$ cat src/cmbx_pkg.sv
// package of the mailbox code state logic: codes, field positions, update state type, code extractor
// assumes a single 50 MHz core clock shared by both ends
`default_nettype none
package cmbx_pkg;
    localparam int CMBX_CODE_MSB = 27;
    localparam int CMBX_CODE_LSB = 24;
    localparam int CMBX_RTR_BIT = 20;
    localparam int CMBX_FD_FLAG_BIT = 31;
    localparam logic [3:0] CODE_RX_INACTIVE = 4'h0;
    localparam logic [3:0] CODE_RX_EMPTY = 4'h4;
    localparam logic [3:0] CODE_RX_FULL = 4'h2;
    localparam logic [3:0] CODE_RX_OVERRUN = 4'h6;
    localparam logic [3:0] CODE_ANSWER_WAIT = 4'hA;
    localparam logic [3:0] CODE_TX_INACTIVE = 4'h8;
    localparam logic [3:0] CODE_TX_ABORT = 4'h9;
    localparam logic [3:0] CODE_TX_DATA = 4'hC;
    localparam logic [3:0] CODE_ANSWER_SEND = 4'hE;
    localparam logic [3:0] CODE_BUSY_MASK = 4'h1;
    typedef enum logic [1:0] {
        CMBX_IDLE = 2'b00,
        CMBX_BUSY = 2'b01,
        CMBX_DONE = 2'b11
    } cmbx_upd_t;
    function automatic logic [3:0] cmbx_code(input logic [31:0] w0);
        return w0[CMBX_CODE_MSB:CMBX_CODE_LSB];
    endfunction : cmbx_code
endpackage : cmbx_pkg
`default_nettype wire

$ cat src/cmbx_if.sv
// interface between mailbox code logic and the protocol engine
// assumes one clock; events are one-cycle pulses
`timescale 1ns/1ps
`default_nettype none
interface cmbx_if #(parameter int MB_N = 4) (input wire logic core_clk);
    logic [MB_N-1:0] rx_eligible;
    logic [MB_N-1:0] tx_eligible;
    logic [MB_N-1:0] tx_remote;
    logic rx_done;
    logic rx_remote;
    logic [$clog2(MB_N)-1:0] rx_mb;
    logic tx_done;
    logic [$clog2(MB_N)-1:0] tx_mb;
    modport dev (input rx_done, rx_remote, rx_mb, tx_done, tx_mb,
                 output rx_eligible, tx_eligible, tx_remote);
    modport eng (output rx_done, rx_remote, rx_mb, tx_done, tx_mb,
                 input rx_eligible, tx_eligible, tx_remote);
endinterface : cmbx_if
`default_nettype wire

$ cat src/cmbx_device.sv
// mailbox code state logic: one code per mailbox, updated by cpu and engine
// assumes cpu writes code and remote bit directly; no bus added
`timescale 1ns/1ps
`default_nettype none
module cmbx_device #(
    parameter int MB_N = 4
) (
    input wire logic core_clk,
    input wire logic reset,
    cmbx_if.dev link,
    input wire logic remote_request_store_select,
    input wire logic tx_busy_visibility_ctrl,
    input wire logic cpu_wr,
    input wire logic [$clog2(MB_N)-1:0] cpu_mb,
    input wire logic [31:0] cpu_wdata,
    input wire logic cpu_rd,
    input wire logic timer_rd,
    output logic [3:0] cpu_code,
    output logic [MB_N-1:0] cpu_rtr
);
    import cmbx_pkg::*;
    localparam int IW = $clog2(MB_N);

    logic [3:0] code [MB_N];
    logic [MB_N-1:0] rtr;
    logic [MB_N-1:0] fd_flag;
    logic [MB_N-1:0] serviced;
    logic [MB_N-1:0] locked;
    logic [MB_N-1:0] busy;

    // ---------------------------------------------------
    // eligibility seen by the engine
    // ---------------------------------------------------
    genvar g;
    for (g = 0; g < MB_N; g++) begin : g_elig
        wire answer_code;
        wire is_rx_code;
        wire answer_live;
        wire rx_role;
        wire tx_role;
        // the answer-wait code is receive-side for matching, but only while
        // the store select bit leaves remote requests to the mailboxes
        assign answer_code = code[g] == CODE_ANSWER_WAIT;
        assign is_rx_code = !code[g][3] || answer_code;
        assign answer_live = answer_code && !remote_request_store_select;
        assign rx_role = is_rx_code && code[g] != CODE_RX_INACTIVE
            && (!answer_code || answer_live);
        // inactive and abort transmit codes never reach arbitration
        assign tx_role = code[g] == CODE_TX_DATA
            || code[g] == CODE_ANSWER_SEND;
        // busy hides the mailbox from both sides for the cycle after an engine event on it
        assign link.rx_eligible[g] = !busy[g] && rx_role;
        assign link.tx_eligible[g] = !busy[g] && tx_role;
        assign link.tx_remote[g] = rtr[g];
    end

    // ---------------------------------------------------
    // next code after a move-in or a send
    // ---------------------------------------------------
    function automatic logic [3:0] rx_next(input logic [3:0] c, input logic srv,
                                           input logic rmt);
        logic [3:0] n;
        n = c;
        unique case (c)
            CODE_RX_EMPTY: n = CODE_RX_FULL;
            CODE_RX_FULL: n = srv ? CODE_RX_FULL : CODE_RX_OVERRUN;
            CODE_RX_OVERRUN: n = srv ? CODE_RX_FULL : CODE_RX_OVERRUN;
            CODE_ANSWER_WAIT: n = rmt ? CODE_ANSWER_SEND : CODE_ANSWER_WAIT;
            default: n = c;
        endcase
        return n;
    endfunction : rx_next

    function automatic logic [3:0] tx_next(input logic [3:0] c, input logic r);
        logic [3:0] n;
        n = c;
        if (c == CODE_ANSWER_SEND) begin
            n = CODE_ANSWER_WAIT;
        end else if (c == CODE_TX_DATA) begin
            n = r ? CODE_RX_EMPTY : CODE_TX_INACTIVE;
        end
        return n;
    endfunction : tx_next

    // ---------------------------------------------------
    // per mailbox code update; busy stands one cycle after an event
    // ---------------------------------------------------
    for (g = 0; g < MB_N; g++) begin : g_mb
        wire cw;
        wire rx_hit;
        wire tx_hit;
        wire own_rd;
        wire unlock;
        wire cpu_takes;
        wire [3:0] next_code;
        wire next_rtr;
        wire next_fd_flag;
        wire next_serviced;
        wire next_locked;
        assign cw = cpu_wr && cpu_mb == IW'(g);
        assign rx_hit = link.rx_done && link.rx_mb == IW'(g);
        assign tx_hit = link.tx_done && link.tx_mb == IW'(g);
        assign own_rd = cpu_rd && cpu_mb == IW'(g);
        // a read of a different mailbox or the timer releases the lock
        assign unlock = locked[g] && (timer_rd || (cpu_rd && cpu_mb != IW'(g)));
        // engine events win over a cpu write in the same cycle; the write is lost,
        // so software must not rewrite a mailbox that is still in play
        assign cpu_takes = cw && !rx_hit && !tx_hit;
        assign next_code = rx_hit ? rx_next(code[g], serviced[g], link.rx_remote)
            : tx_hit ? tx_next(code[g], rtr[g])
            : cpu_takes ? cmbx_code(cpu_wdata) : code[g];
        assign next_rtr = cpu_takes ? cpu_wdata[CMBX_RTR_BIT] : rtr[g];
        // the fd flag is only kept; its use with the answer codes is up to software
        assign next_fd_flag = cpu_takes ? cpu_wdata[CMBX_FD_FLAG_BIT] : fd_flag[g];
        // a move-in consumes the service; an unlock in that same cycle comes too late
        assign next_serviced = rx_hit ? 1'b0
            : (unlock && !own_rd) ? 1'b1 : serviced[g];
        assign next_locked = own_rd ? 1'b1 : unlock ? 1'b0 : locked[g];
        always_ff @(posedge core_clk or posedge reset) begin
            if (reset) begin
                code[g] <= CODE_RX_INACTIVE;
                rtr[g] <= 1'b0;
                fd_flag[g] <= 1'b0;
                serviced[g] <= 1'b0;
                locked[g] <= 1'b0;
                busy[g] <= 1'b0;
            end else begin
                busy[g] <= rx_hit || tx_hit;
                code[g] <= next_code;
                rtr[g] <= next_rtr;
                fd_flag[g] <= next_fd_flag;
                serviced[g] <= next_serviced;
                locked[g] <= next_locked;
            end
        end
    end

    // ---------------------------------------------------
    // cpu view of the selected code
    // ---------------------------------------------------
    wire [3:0] sel_code = code[cpu_mb];
    wire sel_tx = sel_code[3] && sel_code != CODE_ANSWER_WAIT;
    // tx busy hidden unless visibility is on
    wire show_busy = busy[cpu_mb] && (!sel_tx || tx_busy_visibility_ctrl);
    always_ff @(posedge core_clk or posedge reset) begin
        if (reset) begin
            cpu_code <= CODE_RX_INACTIVE;
            cpu_rtr <= '0;
        end else begin
            cpu_code <= sel_code | (show_busy ? CODE_BUSY_MASK : 4'h0);
            cpu_rtr <= rtr;
        end
    end
endmodule : cmbx_device
`default_nettype wire

$ cat src/flat_wrapper.sv
// flat-port wrapper written by rule: the top's interface ports become plain ports
module cmbx_device_flat import cmbx_pkg::*;
#(
    parameter int MB_N = 4
)
  (core_clk, reset, remote_request_store_select, tx_busy_visibility_ctrl, cpu_wr, cpu_mb, cpu_wdata, cpu_rd, timer_rd, cpu_code, cpu_rtr, link_rx_done, link_rx_remote, link_rx_mb, link_tx_done, link_tx_mb, link_rx_eligible, link_tx_eligible, link_tx_remote);
  cmbx_if #(.MB_N(MB_N)) link_i (.core_clk(core_clk));
  input wire logic core_clk;
  input wire logic reset;
  input wire logic remote_request_store_select;
  input wire logic tx_busy_visibility_ctrl;
  input wire logic cpu_wr;
  input wire logic [$clog2(MB_N)-1:0] cpu_mb;
  input wire logic [31:0] cpu_wdata;
  input wire logic cpu_rd;
  input wire logic timer_rd;
  output logic [3:0] cpu_code;
  output logic [MB_N-1:0] cpu_rtr;
  input wire logic [$bits(link_i.rx_done)-1:0] link_rx_done;
  input wire logic [$bits(link_i.rx_remote)-1:0] link_rx_remote;
  input wire logic [$bits(link_i.rx_mb)-1:0] link_rx_mb;
  input wire logic [$bits(link_i.tx_done)-1:0] link_tx_done;
  input wire logic [$bits(link_i.tx_mb)-1:0] link_tx_mb;
  output wire logic [$bits(link_i.rx_eligible)-1:0] link_rx_eligible;
  output wire logic [$bits(link_i.tx_eligible)-1:0] link_tx_eligible;
  output wire logic [$bits(link_i.tx_remote)-1:0] link_tx_remote;
  assign link_i.rx_done = link_rx_done;
  assign link_i.rx_remote = link_rx_remote;
  assign link_i.rx_mb = link_rx_mb;
  assign link_i.tx_done = link_tx_done;
  assign link_i.tx_mb = link_tx_mb;
  assign link_rx_eligible = link_i.rx_eligible;
  assign link_tx_eligible = link_i.tx_eligible;
  assign link_tx_remote = link_i.tx_remote;
  cmbx_device #(.MB_N(MB_N)) u_core (.core_clk(core_clk), .reset(reset), .link(link_i), .remote_request_store_select(remote_request_store_select), .tx_busy_visibility_ctrl(tx_busy_visibility_ctrl), .cpu_wr(cpu_wr), .cpu_mb(cpu_mb), .cpu_wdata(cpu_wdata), .cpu_rd(cpu_rd), .timer_rd(timer_rd), .cpu_code(cpu_code), .cpu_rtr(cpu_rtr));
endmodule
$ cat config.mk
export PLATFORM = sky130hd
export DESIGN_NAME = cmbx_device_flat
export DESIGN_NICKNAME = d
export VERILOG_FILES = /design/src/cmbx_pkg.sv /design/src/cmbx_if.sv /design/src/cmbx_device.sv /design/src/flat_wrapper.sv
export SDC_FILE = /design/constraint.sdc
export NUM_CORES = 1
export LEC_CHECK = 0
export BUFFER_PORTS_ARGS = -buffer_cell sky130_fd_sc_hd__buf_2
export CAP_MARGIN = 20
export CORE_MARGIN = 10
export CORE_UTILIZATION = 55
export DETAILED_ROUTE_END_ITERATION = 6
export PLACE_DENSITY = 0.94
export SETUP_SLACK_MARGIN = 0.15
export SYNTH_ARGS = -nofsm -noshare
export SYNTH_HDL_FRONTEND = slang
export SYNTH_SLANG_ARGS = --single-unit
$ cat constraint.sdc
create_clock -name core_clk -period 2.4 [get_ports core_clk]
set_input_delay 0.24 -clock core_clk [delete_from_list [all_inputs] [get_ports core_clk]]
set_output_delay 0.24 -clock core_clk [all_outputs]
set_load 0.02 [all_outputs]
==> results of run 1 <==
## power breakdown
group          total, W  internal (W)  switching, W
sequential      0.00107      0.000835      0.000231
combinational  0.000788      0.000360      0.000428
clock          0.000462      0.000234      0.000228
total           0.00232       0.00143      0.000887
## cell families after synthesis
logic type	Yosys count	synth area share (%)
AOI/OAI and AO/OA	52	16.5
buffers and inverters	21	5.36
and+or+nand+nor	98	24.3
muxes	21	12.2
DFF	40	41.6
## tightest hold or removal path: cells and delay by family
family / cells / cell delay (ps)
buffers and inverters: 3 / 550
## metrics by stage
stage	utilization [%]	setup slack, ps
final	65.0	646
after global routing	65.0	565
after CTS	65.0	667
after detailed placement	62.8	656
after global placement	62.8	686
after floorplan	-	879
## placed cells by master, fill, tap and decap left out, types with 2 or more instances in the layout
cell type	n
a21o_1	3
a21oi_1	7
a22oi_1	7
a31oi_1	8
and3b_1	3
and3b_2	2
and4b_1	3
buf_2	40
clkbuf_1	2
clkbuf_8	6
dfrtp_1	40
inv_1	10
mux2_1	4
mux2_2	5
mux2i_1	5
mux4_2	5
nand2_1	20
nand2b_1	5
nand3_1	9
nand3b_1	9
nand4b_1	3
nor2_1	14
nor3_1	13
nor3b_1	4
o21ai_0	5
o22ai_1	4
o2bb2ai_1	3
o31a_1	3
o32a_1	2
or2b_1	2
## flip-flops by register name, indices dropped and copies added (netlist names)
register               count
u_core.cpu_code            4
u_core.serviced            4
u_core.cpu_rtr             4
u_core.code               16
u_core.link.tx_remote      4
u_core.locked              4
u_core.busy                4
## path summary, 6_finish.rpt
path / start / endpoint / slack [ps] / depth (start not counted)
setup / recovery: u_core.code[6]$_DFFE_PP0P_ / link_rx_eligible[2] / 650 / 3
hold reg to reg: u_core.link.tx_remote[0]$_DFFE_PP0P_ / u_core.cpu_rtr[0]$_DFF_PP0_ / 410 / 0
hold / removal: reset / u_core.code[13]$_DFFE_PP0P_ / 50 / 3
max in group asynchronous: reset / u_core.busy[2]$_DFF_PP0_ / 2010 / 3
setup reg to reg: u_core.code[14]$_DFFE_PP0P_ / u_core.code[14]$_DFFE_PP0P_ / 790 / 4
min in group core_clk: cpu_wdata[25] / u_core.code[9]$_DFFE_PP0P_ / 210 / 2
## cell type report
class                           instances  area, µm²  share of cell area, %
Multi-Input combinational cell        171       1280                   47.7
Sequential cell                        40       1000                   37.4
Timing Repair Buffer                   41        208                   7.76
Clock buffer                            8       90.1                   3.37
Tap cell                               50       62.6                   2.34
Inverter                               10       37.5                   1.40
## synth_stat cells, drive strengths merged (2+ instances only)
cell type and instances:
a21o 3, a21oi 7, a22oi 7, a31oi 8, and3b 5, and4b 3
buf 8, clkbuf 3, dfrtp 40, inv 10, mux2 10, mux2i 6
mux4 5, nand2 20, nand2b 5, nand3 9, nand3b 10, nand4b 3
nor2 14, nor3 13, nor3b 5, o21ai 6, o22ai 5, o2bb2ai 3
o31a 3, o31ai 2, o32a 2, or2b 2, or3b 2
## per-layer routing
layer	wire, µm	up-vias	global-route usage [%]
met4	261	0	8.23
met5	0	-	0
li1	-	939	-
met2	2890	127	26.2
met3	595	35	5.77
met1	2360	999	19.4
==> flow_metrics.py, run 1 <==
metrics = {
    "clocking": {
        "postCtsHoldBufs": 0,
        "ctsResizeCount": 0,
        "tritoncts.num_buffers": 5,
        "cts_max_level": 2,
        "cts_sinks": 40,
        "clock_latency_ps": 300,
        "clkTransAtPathRegs_ps": 70,
        "cts_root_buffer": "clkbuf_8",
        "postCtsSetupBuffers": 0,
        "cts_tree": "built",
        "cts_buffer_depth": 2,
    },
    "worst_setup_path": {
        "crit_path_max_incr_delay_ps": 480,
        "critPathSlowestCell": "dfrtp_1",
        "critPathTopFamily": "flip-flops",
        "end_kind": "primary output",
        "criticalPathCategory": "register to primary output",
        "required_ps": 2160,
        "crit_chain": "o31a_1 > nor3_1 > buf_2",
        "critPathLaunchType": "register",
        "cp.arrival_ps": 1510,
        "path_buf_inv": 1,
        "worstPathMaxFanout": 9,
    },
    "timing": {
        "finalSetupViolCount": 0,
        "fmax_ghz": 0.570,
        "period_needed_ps": 1750,
        "drv_slew": 0,
        "worstMarginPinSlew_ps": 654,
        "rsz0062_at_grt": "false",
        "timing.slew.headroom_pct": 56.3,
        "fin_setup_tns_ps": 0,
        "hold_slack_ps": 53.3,
        "post-route-period-util_pct": 73.1,
        "finalHoldViolations": 0,
        "fin_skew_ps": 1.27,
    },
    "floorplan": {
        "rows": 23,
        "die_y_um": 86.1,
        "pin_count": 68,
        "dieArea_um2": 7420,
        "fp.coreArea_um2": 4120,
        "die_x_um": 86.1,
        "start_util_pct": 58.5,
    },
    "layout": {
        "fill_cells": 314,
        "nets": 317,
        "finalNonFillerCells": 320,
        "area_growth_pct": 11.2,
        "final_area_um2": 2680,
        "diodes": 0,
        "drive_above_1_share_pct": 25.6,
    },
    "status": {
        "outcome": "finished clean",
    },
    "detailed_routing": {
        "drc_errors": 0,
        "post_drt_wl_per_cell_um": 19.1,
        "dr_total_vias": 2100,
        "vias_per_cell": 6.56,
        "first_pass_iters": 5,
        "final_antenna_net_count": 0,
        "wirelength_mm": 6.10,
        "initialDrtViolationCount": 229,
    },
    "logic_synthesis": {
        "yosysTopAreaCell": "dfrtp_1",
        "ys_async_sr_fraction_pct": 100,
        "synth_area_per_cell_um2": 10.4,
        "netlist_area_um2": 2410,
        "synth_top_area_share_pct": 41.6,
        "ys_seq_area_share_pct": 41.6,
        "synth_edf_count": 0,
        "syn_nets": 280,
        "ys.warnings.count": 0,
        "syn-instance-count": 232,
        "synthFlopType": "dfrtp_1",
        "synth_area_leaders": "dfrtp_1 (42%), mux4_2 (4.7%), nand2_1 (3.1%), nand3b_1 (2.8%), buf_6 (2.8%)",
        "synth.distinct_cells": 54,
        "synth_seq_cells": 40,
    },
    "placed_design": {
        "dp_cells": 312,
        "dpl-instance-area_um2": 2580,
        "numPortBuffers": 40,
        "hpwl_mm": 4.50,
        "place_congestion": 0.926,
    },
    "run": {
        "timing.max_cap.violations": 0,
    },
    "power": {
        "p_total_w": 0.00232,
        "p_per_area_nw_per_um2": 866,
        "p_leak_nw": 1.26,
        "ir_drop_mv": 0.406,
    },
    "global_routing": {
        "grt_pass1_vias": 1999,
        "grt_usage_pct": 16.5,
        "antenna_found_initial": 0,
        "grt_overflow": 0,
        "grt_pass1_wl_mm": 9.86,
        "grt_max_degree": 41,
    },
    "hold_path": {
        "hold_path_class": "primary input to async pin",
    },
}
Note: power is estimated with default switching activity, not from simulation.
==> inputs of run 2 (changes only) <==
Settings changed: CORE_UTILIZATION 55 to 47, PLACE_DENSITY 0.94 to 0.86.
Clock period 2.4 ns to 1.4 ns, I/O delays scaled along.
==> run 2 against run 1 <==
The flow now finishes with violations (setup timing). Critical path depth increased by 1. First-iteration DRC count increased by 56%. Routed wire length increased by 38%. Total power increased by 130%. Sequential cell count unchanged. Combinational power increased to 3.7 times the previous value. Via count increased by 20%. Register-to-register slack got worse by 920 ps. Sequential share of layout area decreased by 9.6 points. Largest cell class unchanged. Worst hold slack improved by 67 ps.
==> flow_metrics.py, run 2 (synthesis gave the netlist of run 1 again) <==
metrics = {
    "layout": {
        "drive_above_1_share_pct": 55.7,
        "diodes": 0,
        "largest_reg_flops": 16,
        "layout_common_cells": "buf_4 (66), buf_2 (32), dfrtp_1 (32)",
        "final_common_cell": "buf_4",
        "finalNonFillerCells": 415,
        "nets": 395,
        "area_growth_pct": 51.1,
        "regMostFlops": "u_core.code",
    },
    "floorplan": {
        "die_y_um": 91.6,
        "fp.coreArea_um2": 4850,
        "rows": 25,
        "pin_count": 68,
        "die_x_um": 91.6,
        "start_util_pct": 49.6,
        "dieArea_um2": 8380,
    },
    "worst_setup_path": {
        "critPathTopFamily": "flip-flops",
        "critPathSlowestCell": "dfrtp_2",
        "end_kind": "primary output",
        "cp.arrival_ps": 1480,
        "r2r_setup_slack_ps": -130,
        "crit_chain": "buf_6 > o31a_1 > nor3_2 > buf_4",
        "critPathLaunchType": "register",
        "worstPathMaxFanout": 3,
        "path_buf_inv": 2,
        "crit_path_max_incr_delay_ps": 420,
        "required_ps": 1260,
        "criticalPathCategory": "register to primary output",
    },
    "placed_design": {
        "place_ws_ps": -151,
        "dp_cells": 382,
        "numPortBuffers": 40,
        "hpwl_mm": 5.49,
        "place_congestion": 0.927,
    },
    "global_routing": {
        "antenna_found_initial": 0,
        "grt_pass1_vias": 2478,
        "grt_usage_pct": 17.4,
        "grt_pass1_wl_mm": 11.9,
        "grt_overflow": 0,
        "grt_max_degree": 41,
    },
    "timing": {
        "period_needed_ps": 1620,
        "finalHoldViolations": 0,
        "worstMarginPinSlew_ps": 505,
        "fin_ws_ps": -217,
        "rsz0062_at_grt": "true",
        "finalSetupViolCount": 16,
        "post-route-period-util_pct": 116,
        "drv_slew": 0,
        "fin_setup_tns_ps": -1440,
        "timing.slew.headroom_pct": 66.3,
        "fin_skew_ps": 4.63,
        "fmax_ghz": 0.618,
    },
    "detailed_routing": {
        "first_pass_iters": 5,
        "dr_total_vias": 2513,
        "post_drt_wl_per_cell_um": 20.3,
        "drc_errors": 0,
        "vias_per_cell": 6.06,
        "initialDrtViolationCount": 357,
        "wirelength_mm": 8.42,
        "final_antenna_net_count": 0,
    },
    "status": {
        "outcome": "complete, but fails checks",
        "violations": "setup timing",
    },
    "clocking": {
        "clkTransAtPathRegs_ps": 80,
        "tritoncts.num_buffers": 5,
        "clock_latency_ps": 300,
        "cts_root_buffer": "clkbuf_8",
        "cts_max_level": 2,
        "cts_tree": "built",
        "cts_buffer_depth": 2,
        "cts_sinks": 40,
    },
    "power": {
        "p_per_area_nw_per_um2": 1490,
        "ir_drop_mv": 0.885,
        "p_leak_nw": 1.72,
    },
    "run": {
        "timing.max_cap.violations": 0,
    },
    "hold_path": {
        "hold_path_class": "primary input to register",
    },
}
## run 2: worst register-to-register path, delay by kind of cell (launching register included)
family                 cells  cell delay, ps
buffers and inverters      1             130
AOI/OAI and AO/OA          2             300
DFF                        1             440
muxes                      1             310
and+or+nand+nor            1             250
## run 2: path summary, 6_finish.rpt
| kind | from | to | cells past startpoint |
|---|---|---|---|
| min reg2reg | u_core.link.tx_remote[1]$_DFFE_PP0P_ | u_core.cpu_rtr[1]$_DFF_PP0_ | 0 |
| min in group asynchronous | reset | u_core.cpu_rtr[0]$_DFF_PP0_ | 4 |
| max in group asynchronous | reset | u_core.code[6]$_DFFE_PP0P_ | 4 |
| max | u_core.code[4]$_DFFE_PP0P_ | link_rx_eligible[2] | 4 |
| max reg2reg | u_core.code[14]$_DFFE_PP0P_ | u_core.code[14]$_DFFE_PP0P_ | 5 |
| min | cpu_wdata[20] | u_core.link.tx_remote[1]$_DFFE_PP0P_ | 2 |
## run 2: routing by layer
metal / part of all wire (%) / track usage [%]
met2: 50 / 29.8
met3: 7.6 / 5.10
met4: 4.5 / 7.44
met5: 0 / 0
met1: 38 / 19.6
## run 2: power breakdown
part	switching [W]	internal, W
combinational	0.00135	0.00155
clock	0.000405	0.000400
sequential	0.000261	0.00145
total	0.00202	0.00340
## run 2: stage by stage
step           area (µm²)  total power, W  hold slack [ps]  util, %
2_1_floorplan        2470         0.00284              237        -
3_3_place_gp         3070         0.00355              291     63.2
3_5_place_dp         3070         0.00364              289     63.2
4_1_cts              3380         0.00482              114     69.7
5_1_grt              3630         0.00565              126     75.0
6_report             3630         0.00541              120     75.0
## run 2: layout make-up
type / count / area, µm²
timing repair buffer: 119 / 900
sequential: 40 / 1010
clock inverter: 1 / 7.51
fill: 292 / 1210
tap: 67 / 83.8
clock buffer: 7 / 86.3
multi-input combinational: 171 / 1510
inverter: 10 / 37.5
## run 2: what timing repair did
| item | CTS | global route |
|---|---|---|
| endpoints found under the hold margin | 40 | 0 |
| pin swaps | 8 | 21 |
| resized for setup | 34 | 41 |
| setup endpoints to repair | 24 | 26 |
| buffers inserted | 14 | 10 |
| hold buffers | 1 | 0 |
==> inputs of run 3 (changes only) <==
Settings changed: REMOVE_ABC_BUFFERS set to 1.
==> run 3 against run 2 <==
The flow still finishes with violations (setup timing). Global-route usage grew 1.3 points. Largest cell class unchanged. Critical path type unchanged. First-iteration DRC count down 14%. Non-clock buffer count up 6.
==> flow_metrics.py, run 3 (synthesis gave the netlist of run 1 again) <==
metrics = {
    "detailed_routing": {
        "dr_total_vias": 2603,
        "wirelength_mm": 9.02,
        "vias_per_cell": 6.17,
        "post_drt_wl_per_cell_um": 21.4,
        "drc_errors": 0,
        "final_antenna_net_count": 0,
        "first_pass_iters": 5,
        "initialDrtViolationCount": 306,
    },
    "floorplan": {
        "start_util_pct": 49.6,
        "dieArea_um2": 8380,
        "die_y_um": 91.6,
        "rows": 25,
        "fp.coreArea_um2": 4850,
        "die_x_um": 91.6,
        "pin_count": 68,
    },
    "global_routing": {
        "antenna_found_initial": 1,
        "grt_pass1_vias": 2524,
        "grt_pass1_wl_mm": 12.7,
        "grt_max_degree": 41,
        "grt_usage_pct": 18.7,
        "grt_use_met2_pct": 29.6,
        "globalRouteMet3Util_pct": 5.60,
        "grt.busiest_layer": "met2",
        "met1_usage_pct": 21.9,
        "grt_overflow": 0,
    },
    "worst_setup_path": {
        "required_ps": 1260,
        "critPathLaunchType": "register",
        "critPathSlowestCell": "dfrtp_1",
        "end_kind": "primary output",
        "r2r-end": "u_core.code[10]$_DFFE_PP0P_",
        "reg2reg_from": "u_core.code[10]$_DFFE_PP0P_",
        "r2r_setup_slack_ps": -160,
        "crit_chain": "buf_6 > o31a_1 > nor3_2 > buf_4",
        "cp.arrival_ps": 1550,
        "criticalPathCategory": "register to primary output",
        "reg2reg_depth": 5,
        "worstPathMaxFanout": 3,
        "crit_path_max_incr_delay_ps": 430,
    },
    "timing": {
        "fin_skew_ps": 10.6,
        "drv_slew": 0,
        "fin_setup_tns_ps": -1690,
        "finalHoldViolations": 0,
        "timing.slew.headroom_pct": 64.9,
        "worstMarginPinSlew_ps": 527,
        "fin_ws_ps": -290,
        "post-route-period-util_pct": 121,
        "finalSetupViolCount": 17,
        "period_needed_ps": 1690,
        "rsz0062_at_grt": "true",
        "fmax_ghz": 0.592,
    },
    "status": {
        "violations": "setup timing",
        "outcome": "complete, but fails checks",
    },
    "hold_path": {
        "hold_start": "cpu_wdata[20]",
        "hold_path_depth": 2,
        "hold_path_class": "primary input to register",
        "holdPathEnd": "u_core.link.tx_remote[2]$_DFFE_PP0P_",
    },
    "clocking": {
        "clkTransAtPathRegs_ps": 90,
        "cts_max_level": 2,
        "cts_sinks": 40,
        "cts_root_buffer": "clkbuf_8",
        "clock_latency_ps": 310,
        "tritoncts.num_buffers": 5,
        "cts_tree": "built",
        "cts_buffer_depth": 2,
    },
    "power": {
        "ir_drop_mv": 1.04,
        "p_per_area_nw_per_um2": 1510,
        "p_leak_nw": 1.77,
    },
    "placed_design": {
        "place_congestion": 0.909,
        "numPortBuffers": 40,
        "hpwl_mm": 5.35,
    },
    "layout": {
        "area_growth_pct": 54.2,
        "regMostFlops": "u_core.code",
        "layout_common_cells": "buf_4 (70), dfrtp_1 (35), buf_2 (33)",
        "largest_reg_flops": 16,
        "drive_above_1_share_pct": 57.9,
        "final_common_cell": "buf_4",
        "fill_cells": 307,
        "nets": 401,
        "final_util_pct": 76.5,
    },
    "run": {
        "timing.max_cap.violations": 0,
    },
}
-- run 3: changes by cell type in the layout (fill, tap and decap cells not counted), moves of 2 or more --
cell	change
dfrtp_1	+3
dfrtp_2	-3
nor2_2	+2
nor2_1	-3
buf_6	+2
buf_4	+4
nand2_2	-2
-- run 3: area by class of cell --
| type | instances | area, µm² | share of cell area [%] |
|---|---|---|---|
| antenna | 1 | 2.50 | 0.0674 |
| multi-input combinational | 171 | 1540 | 41.4 |
| clock inverter | 2 | 35.0 | 0.944 |
| inverter | 10 | 37.5 | 1.01 |
| sequential | 40 | 1010 | 27.1 |
| tap | 67 | 83.8 | 2.26 |
| clock buffer | 6 | 72.6 | 1.96 |
| timing repair buffer | 125 | 937 | 25.3 |
-- run 3: power by group --
part / leakage [nW] / switching [W] / internal, W / total, W
Sequential: 0.474 / 0.000297 / 0.00144 / 0.00174
Combinational: 1.24 / 0.00136 / 0.00154 / 0.00290
Clock: 0.0552 / 0.000439 / 0.000530 / 0.000969
Total: 1.77 / 0.00209 / 0.00352 / 0.00561
-- run 3: worst max-delay path by stage --
stage,start,to,cells past startpoint
after floorplan,u_core.code[14]$_DFFE_PP0P_,u_core.code[14]$_DFFE_PP0P_,4
after global placement,link_tx_done,u_core.link.tx_remote[0]$_DFFE_PP0P_,5
after detailed placement,link_tx_done,u_core.link.tx_remote[0]$_DFFE_PP0P_,5
after CTS,u_core.code[14]$_DFFE_PP0P_,link_rx_eligible[0],5
after global routing,u_core.code[4]$_DFFE_PP0P_,link_rx_eligible[2],4
final,u_core.code[4]$_DFFE_PP0P_,link_rx_eligible[2],4
-- run 3: worst max-delay path: cells and delay by family (launching register included) --
| family | cells | cell delay (ps) |
|---|---|---|
| AO/OA/AOI/OAI | 1 | 290 |
| buffers and inverters | 2 | 330 |
| flip-flops | 1 | 430 |
| AND/OR/NAND/NOR | 1 | 200 |
-- run 3: per-stage QoR --
stage	total power [W]	setup WS (ps)	hold slack [ps]	cell area (µm²)	instances
floorplan	0.00268	-47.1	237	2310	221
global placement	0.00346	-104	289	3030	386
detailed placement	0.00354	-146	301	3030	386
CTS	0.00490	-205	118	3400	405
global route	0.00584	-264	119	3710	422
finish	0.00561	-290	112	3710	422
-- run 3: repair_timing --
action / in CTS / in global routing
endpoints found under the setup margin: 24 / 28
pin swaps: 17 / 14
resized for setup: 49 / 43
hold endpoints to repair: 40 / 0
gates cloned: 0 / 0
hold buffers: 1 / 0
buffers inserted: 10 / 16
-- run 3: per-layer routing --
metal | vias to the layer above | share of wire [%]
met2 | 172 | 49
li1 | 1115 | -
met4 | 0 | 5.1
met3 | 46 | 9.5
met1 | 1270 | 36
met5 | - | 0
